--- src/verilog/pps_pkg.sv ---
// Overview of operation
// - Power-on reset enters power-down without command
// - Power-down tri-states PCM and analog outputs
// - Low level or running clock powers up
// - PCM output waits for second frame sync
// - Static high on pin forces power-down
// - Short-frame sync mode selected at power-up
`default_nettype none
package pps_pkg;
	// Toggle timeout in ns; at 250 MHz one cycle is 4 ns
	localparam int CLK_PERIOD_NS = 4;
	localparam int PIN_TIMEOUT_NS = 2000;
	localparam int PIN_TIMEOUT_CYC = PIN_TIMEOUT_NS / CLK_PERIOD_NS;
	localparam int TMO_W = 10;
	localparam logic [1:0] FS_COUNT_ENABLE = 2'h2;

	typedef enum logic [2:0] {
		PPS_ST_DOWN = 3'h1,
		PPS_ST_ARMED = 3'h2,
		PPS_ST_ACTIVE = 3'h4
	} pps_state_t;

	// Output pin controls; enables are low while driving
	typedef struct packed {
		logic pcm_tx_oe_n;
		logic analog_rx_oe_n;
		logic circuits_on;
		logic long_frame_mode;
	} pps_ctrl_t;
endpackage
`default_nettype wire

--- src/verilog/pps_pin_detect.sv ---
`default_nettype none
module pps_pin_detect (
	clk_sys,
	nrst,
	clk_en,
	pin_level,
	pin_running,
	pin_static_high
);
	import pps_pkg::*;
	input wire logic clk_sys;
	input wire logic nrst;
	input wire logic clk_en;
	input wire logic pin_level;
	output logic pin_running;
	output logic pin_static_high;

	logic prev_r;
	logic [TMO_W-1:0] quiet_r;

	////////////////////////////////////////////////////////////////////////
	// Any edge restarts the quiet counter; running while below timeout
	always_ff @(posedge clk_sys) begin
		if (!nrst) begin
			prev_r <= 1'b1;
			quiet_r <= TMO_W'(PIN_TIMEOUT_CYC);
		end else if (clk_en) begin
			prev_r <= pin_level;
			if (pin_level != prev_r) begin
				quiet_r <= '0;
			end else if (quiet_r < TMO_W'(PIN_TIMEOUT_CYC)) begin
				quiet_r <= quiet_r + 1'b1;
			end
		end
	end

	// Reset starts at timeout so a static pin decides at once
	assign pin_running = (quiet_r < TMO_W'(PIN_TIMEOUT_CYC));
	assign pin_static_high = !pin_running && prev_r;
endmodule
`default_nettype wire

--- src/verilog/pps_sequencer.sv ---
`default_nettype none
module pps_sequencer (
	clk_sys,
	nrst,
	clk_en,
	rx_master_clock_powerdown_pin,
	tx_frame_sync,
	long_frame_detected,
	ctrl,
	powered_up
);
	import pps_pkg::*;
	input wire logic clk_sys;
	input wire logic nrst;
	input wire logic clk_en;
	input wire logic rx_master_clock_powerdown_pin;
	input wire logic tx_frame_sync;
	input wire logic long_frame_detected;
	output pps_pkg::pps_ctrl_t ctrl;
	output logic powered_up;

	pps_state_t state_r;
	pps_state_t state_nxt;
	logic [1:0] fs_cnt_r;
	logic fs_prev_r;
	logic fs_rise;
	logic pin_running;
	logic pin_static_high;
	logic want_down;

	////////////////////////////////////////////////////////////////////////
	pps_pin_detect u_detect (
		.clk_sys(clk_sys),
		.nrst(nrst),
		.clk_en(clk_en),
		.pin_level(rx_master_clock_powerdown_pin),
		.pin_running(pin_running),
		.pin_static_high(pin_static_high)
	);

	// A running clock never counts as static high, so it powers up
	assign want_down = pin_static_high;
	assign fs_rise = tx_frame_sync && !fs_prev_r;

	////////////////////////////////////////////////////////////////////////
	// State decisions
	always_comb begin
		state_nxt = state_r;
		case (state_r)
			PPS_ST_DOWN: begin
				if (!want_down) begin
					state_nxt = PPS_ST_ARMED;
				end
			end
			PPS_ST_ARMED: begin
				if (want_down) begin
					state_nxt = PPS_ST_DOWN;
				end else if (fs_rise && fs_cnt_r == FS_COUNT_ENABLE - 2'h1) begin
					state_nxt = PPS_ST_ACTIVE;
				end
			end
			PPS_ST_ACTIVE: begin
				if (want_down) begin
					state_nxt = PPS_ST_DOWN;
				end
			end
			default: begin
				state_nxt = PPS_ST_DOWN;
			end
		endcase
	end

	// Power-on reset lands in power-down with no command needed
	always_ff @(posedge clk_sys) begin
		if (!nrst) begin
			state_r <= PPS_ST_DOWN;
		end else if (clk_en) begin
			state_r <= state_nxt;
		end
	end

	////////////////////////////////////////////////////////////////////////
	// Frame sync edge counter, cleared whenever powered down
	always_ff @(posedge clk_sys) begin
		if (!nrst) begin
			fs_prev_r <= 1'b0;
			fs_cnt_r <= 2'h0;
		end else if (clk_en) begin
			fs_prev_r <= tx_frame_sync;
			if (state_r != PPS_ST_ARMED) begin
				fs_cnt_r <= 2'h0;
			end else if (fs_rise) begin
				fs_cnt_r <= fs_cnt_r + 2'h1;
			end
		end
	end

	////////////////////////////////////////////////////////////////////////
	// Registered pin controls; analog output follows power, PCM waits
	always_ff @(posedge clk_sys) begin
		if (!nrst) begin
			ctrl.pcm_tx_oe_n <= 1'b1;
			ctrl.analog_rx_oe_n <= 1'b1;
			ctrl.circuits_on <= 1'b0;
			ctrl.long_frame_mode <= 1'b0;
			powered_up <= 1'b0;
		end else if (clk_en) begin
			ctrl.pcm_tx_oe_n <= (state_nxt != PPS_ST_ACTIVE);
			ctrl.analog_rx_oe_n <= (state_nxt == PPS_ST_DOWN);
			ctrl.circuits_on <= (state_nxt != PPS_ST_DOWN);
			powered_up <= (state_nxt != PPS_ST_DOWN);
			// Short-frame on every power-up until a long pulse is seen
			if (state_nxt == PPS_ST_DOWN) begin
				ctrl.long_frame_mode <= 1'b0;
			end else if (long_frame_detected) begin
				ctrl.long_frame_mode <= 1'b1;
			end
		end
	end
endmodule
`default_nettype wire

--- config.mk ---
export PLATFORM = sky130hd
export DESIGN_NAME = pps_sequencer
export DESIGN_NICKNAME = d
export VERILOG_FILES = /design/src/verilog/pps_pkg.sv /design/src/verilog/pps_pin_detect.sv /design/src/verilog/pps_sequencer.sv
export SDC_FILE = /design/constraint.sdc
export NUM_CORES = 1
export LEC_CHECK = 0
export ABC_CLOCK_PERIOD_IN_PS = 1700
export BUFFER_PORTS_ARGS = -buffer_cell sky130_fd_sc_hd__buf_2
export CORE_MARGIN = 3
export CORE_UTILIZATION = 55
export DETAILED_ROUTE_END_ITERATION = 10
export PLACE_DENSITY = 0.73
export SKIP_LAST_GASP = 1
export SLEW_MARGIN = 20
export SYNTH_ARGS = -nofsm -noshare
export SYNTH_HDL_FRONTEND = slang
export SYNTH_SLANG_ARGS = --single-unit
--- constraint.sdc ---
create_clock -name clk_sys -period 1.7 [get_ports clk_sys]
set_clock_uncertainty 0.1 [all_clocks]
set_input_delay 0.34 -clock clk_sys [delete_from_list [all_inputs] [get_ports clk_sys]]
set_output_delay 0.34 -clock clk_sys [all_outputs]
set_load 0.05 [all_outputs]
---- Word level (Yosys, flattened, before mapping) ----
Index checks and enable logic that the tools add are counted.
storage, ports and cells
  register bits after elaboration ......... 21
  input bits .............................. 6
  output and inout port bits .............. 5
  word-level logic and storage cells ...... 43
operators by class
  add/subtract/negate cells ............... 2
  magnitude comparators ................... 1
  eq/ne operators ......................... 9
  muxes and demuxes ....................... 11
  reduce and logical (&&, ||, !) cells .... 11
operator list
  operator                                                     count
  2-to-1 mux 10 bit                                            2
  2-to-1 mux 3 bit                                             4
  adder 10 x 1 -> 10 bit, second input constant                1
  less-than comparator 10 x 9 -> 1 bit, second input constant  1
  one-hot mux 3 bit (3 select lines)                           1
  == test 3 x 1 -> 1 bit, second input constant                2
  AND reduction 2 bit                                          3
  nonzero test 2 bit                                           3
  2-to-1 mux 2 bit                                             2
  == test 3 x 2 -> 1 bit, second input constant                1
  == test 3 bit, second input constant                         1
  logical AND 1 bit                                            3
  != test 3 x 1 -> 1 bit, second input constant                1
  != test 3 x 2 -> 1 bit, second input constant                1
  != test 3 bit, second input constant                         1
  adder 2 x 1 -> 2 bit, second input constant                  1
  == test 2 x 1 -> 1 bit, second input constant                1
  logical NOT 1 bit                                            2
  2-to-1 mux 1 bit                                             2
  != test 1 bit                                                1

---- Depth between registers and ports, before layout ----
  depth after elaboration ................. 9
  gate-level depth with buffers ........... 5
  mapped depth without buffers ............ 5

---- By module ----
From an unflattened synthesis, not the netlist that was laid out.
second synthesis, totals
  cell total of the unflattened synthesis .. 124
  area total of the unflattened synthesis .. 1,114.8 um^2
by module, submodules not included
  module          times used  cells each  area each (um^2)  seq. area each (um^2)
  pps_pin_detect  1           68          595.6             220.2
  pps_sequencer   1           56          519.2             200.2

---- Worst setup path before layout ----
Ideal clock, no wire load.
  kind .................................... register to register
  start ................................... register u_detect.prev_r
  end ..................................... register u_detect.quiet_r[2]
  setup time .............................. 0.062 ns
  data arrival time ....................... 1.255 ns
  data required time ...................... 1.538 ns
  path slack .............................. 0.283 ns
  stages on the path, launching flop included .. 5
  path buffers ............................ 0
  period minus slack after synthesis ...... 1.417 ns
  cells stage by stage .................... dfxtp_1 > xnor2_2 > nor2b_2 > or4_1 > nand3_1
between the ends
  cells in the longest elaborated chain, start to end .. 3
  elaborated cells on any way between the ends .. 4
  classes of those cells .................. eq/ne: 1; mux: 1; reduce/logical: 2
ends and longest elaborated chain
  element                        line                  text
  from (decl)                    pps_pin_detect.sv:18  logic prev_r;
  from (signal assigned)         pps_pin_detect.sv:28  prev_r <= pin_level;
  != test 1 bit *                pps_pin_detect.sv:29  if (pin_level != prev_r) begin
  nonzero test 2 bit (no line)   n/a
  AND reduction 2 bit (no line)  n/a
  to (signal assigned)           pps_pin_detect.sv:26  quiet_r <= TMO_W'(PIN_TIMEOUT_CYC);
  to (signal assigned)           pps_pin_detect.sv:32  quiet_r <= quiet_r + 1'b1;
  to (decl)                      pps_pin_detect.sv:19  logic [TMO_W-1:0] quiet_r;
Every way passes the cells marked *; elsewhere a longest branch is shown, timed or not.
A chain may end at the register's enable or synchronous reset.

---- Worst setup path after layout ----
  start ................................... register u_detect.quiet_r[0]
  end ..................................... register u_detect.quiet_r[6]
between the ends
  cells in the longest elaborated chain, start to end .. 3
  elaborated cells on any way between the ends .. 6
  classes of those cells .................. add/sub: 1; order compare: 1; mux: 2; reduce/logical: 2
ends and longest elaborated chain
  element                                                                         line
  adder 10 x 1 -> 10 bit or less-than comparator 10 x 9 -> 1 bit (tied branches)  pps_pin_detect.sv:32, pps_pin_detect.sv:31
  2-to-1 mux 10 bit or nonzero test 2 bit (tied branches)                         n/a
  2-to-1 mux 10 bit or AND reduction 2 bit (tied branches)                        n/a
Several ways; a longest one is shown, not always the timed one. The select of a mux whose other input is x is not followed.

==> out/qor.yml <==
vias: 900
postCtsSetupBuffers: 0
final-max-slew-violation-count: 0
power_density_mw_per_mm2: 847
num_rows: 15
yosysMostFrequentCell: "dfxtp_1"
insertion_delay_ns: 0.29
first_pass_iters: 4
grt_max_degree: 12
hold_viol: 0
synth_ff_type: "dfxtp_1"
cp-endpoint: "u_detect.quiet_r[6]"
antenna_left: 0
cp.arrival_ns: 1.67
grt_overflow: 0
clockBufferDepth: 2
timing.final.crit_period_ns: 1.59
timing.final.crit_share: 0.933
cts-root-buf: "clkbuf_4"
worst_hold_path_type: "primary input to flop"
grt_pass1_wl_um: 3580
crit_required_ns: 1.79
whs_path_depth: 2
n_antenna_cell: 0
synth_fp_nets: 127
yosys.area.top_type: "dfxtp_1"
final_util: 0.676
syn_area_per_cell_um2: 8.96
grt_util_all_layers: 0.181
fin_nets: 143
ff2ff_setup_slack_ns: 0.11
dp_hpwl_um: 1530
chipWidth_um: 50.0
yosys.area.top_type_share: 0.394
hold_ws_ns: 0.192
drt_wl_total_um: 2050
async_flop_share: 0
vias_per_cell: 5.66
routedWlPerCell_um: 12.9
synth_edf_count: 0
tightest_slew_ns: 0.330
drive_gt1_frac: 0.187
cap_viol_max_count: 0
post-place-ws_ns: 0.137
io_pins: 11
grt_pass1_vias: 842
slew_headroom: 0.780
path_class: "flop to flop"
place_inst: 155
ys_seq_elements: 21
setup_slack_ns: 0.113
coreArea_mm2: 0.00178
p_leak_nw: 0.503
gp_congestion: 0.786
final_cell_count_no_fill: 159
worstSetupStartpointType: "flop"
crit_start: "u_detect.quiet_r[0]"
end_kind: "flop"
rsz0062_at_grt: "no"
synth.distinct_cells: 44
finalSetupViolations: 0
path_max_fanout: 5
synth_common_cells: "dfxtp_1 (21), nand2_1 (8), nor2_1 (6), o21ai_0 (6)"
syn_inst: 119
clkSinkCount: 21
synth-seq-area-share: 0.394
vdd_drop_max_uv: 617
antenna_found_initial: 0
htreeDepth: 1
fmax_ghz: 0.630
worstRegToRegCells: 5
drc: 0
status: "finished, final reports clean"
setup-tns-final_ns: 0
syn_area_mm2: 0.00107
ys_warn_count: 0
crit-reg2reg-launch: "u_detect.quiet_r[0]"
initial_core_util: 0.598
syn_to_final_growth_pct: 13.0
drt_iter0_markers: 14
die_area_mm2: 0.00250
cts_made_buffers: 3
cts_tree: "done"
synthTopCellsByArea: "dfxtp_1 (39%), nor2b_1 (2.9%), o21ai_0 (2.8%), nand2_1 (2.8%), o211ai_1 (2.8%)"
die-height_um: 50.0
io_buffers: 10
path_clk_slew_ns: 0.12
rr_endpoint: "u_detect.quiet_r[6]"
cells in the final DEF (no fill, tap or decap), types with 4 or more instances in the layout:
master	Yosys	routed
a21oi_1	4	4
buf_2	3	10
buf_4	1	7
dfxtp_1	21	21
inv_1	4	4
nand2_1	8	8
nand3_1	5	5
nand4_1	4	4
nor2_1	6	6
nor2b_1	5	5
o211ai_1	4	4
o21ai_0	6	6
sequential cells by signal (all words and copies together) (netlist names):
signal and cells:
state_r 3, u_detect.quiet_r 10, powered_up 1, fs_cnt_r 2, ctrl 3, fs_prev_r 1
u_detect.prev_r 1
kinds of logic after synthesis:
family / Yosys count / synth area share
compound gates: 32 / 0.210
xor+xnor: 6 / 0.0563
fa+ha+maj: 2 / 0.0235
buf+inv: 10 / 0.0423
flops: 21 / 0.394
mux: 2 / 0.0188
simple gates: 46 / 0.255
where the power goes:
part / internal (mW) / switching [mW]
clock: 0.0911 / 0.142
combinational: 0.0902 / 0.138
sequential: 0.526 / 0.0334
timing repair:
| item | 4_1_cts | 5_1_grt |
|---|---|---|
| hold buffers | 0 | 0 |
| resized for setup | 0 | 1 |
| setup endpoints to repair | 0 | 1 |
layer usage:
metal,vias up,GRT usage,part of all wire
li1,465,-,-
met1,426,0.220,0.46
met2,7,0.315,0.51
met3,2,0.0393,0.020
met4,0,0.0553,0.0083
met5,-,0,0
how the worst min path moves through the flow:
stage	to	start	slack, ns
2_1_floorplan	fs_cnt_r[0]	fs_cnt_r[0]	0.35
3_3_place_gp	powered_up	powered_up	0.36
3_5_place_dp	powered_up	powered_up	0.37
4_1_cts	u_detect.prev_r	nrst	0.18
5_1_grt	u_detect.prev_r	nrst	0.20
6_report	u_detect.prev_r	nrst	0.19
layout make-up:
class                   count  area (um2)
multi-input cells          88         609
fillers                   154         578
flip-flops and latches     21         420
repair buffers             17         103
well taps                  25        31.3
clock buffers               4        26.3
inverters                   4        15.0
critical path: stages, from the launching register on:
cell      delay (ns)
dfxtp_1         0.42
ha_1            0.18
nand3b_1        0.19
nor4b_4         0.36
xnor2_1         0.15
o21ai_1         0.07
metrics by stage:
stage,instance area [um2],power [mW]
floorplan,1070,0.732
global placement,1170,0.790
detailed placement,1170,0.795
CTS,1200,1.03
global route,1200,1.08
finish,1200,1.02
Power figures use the tool's default switching activity.
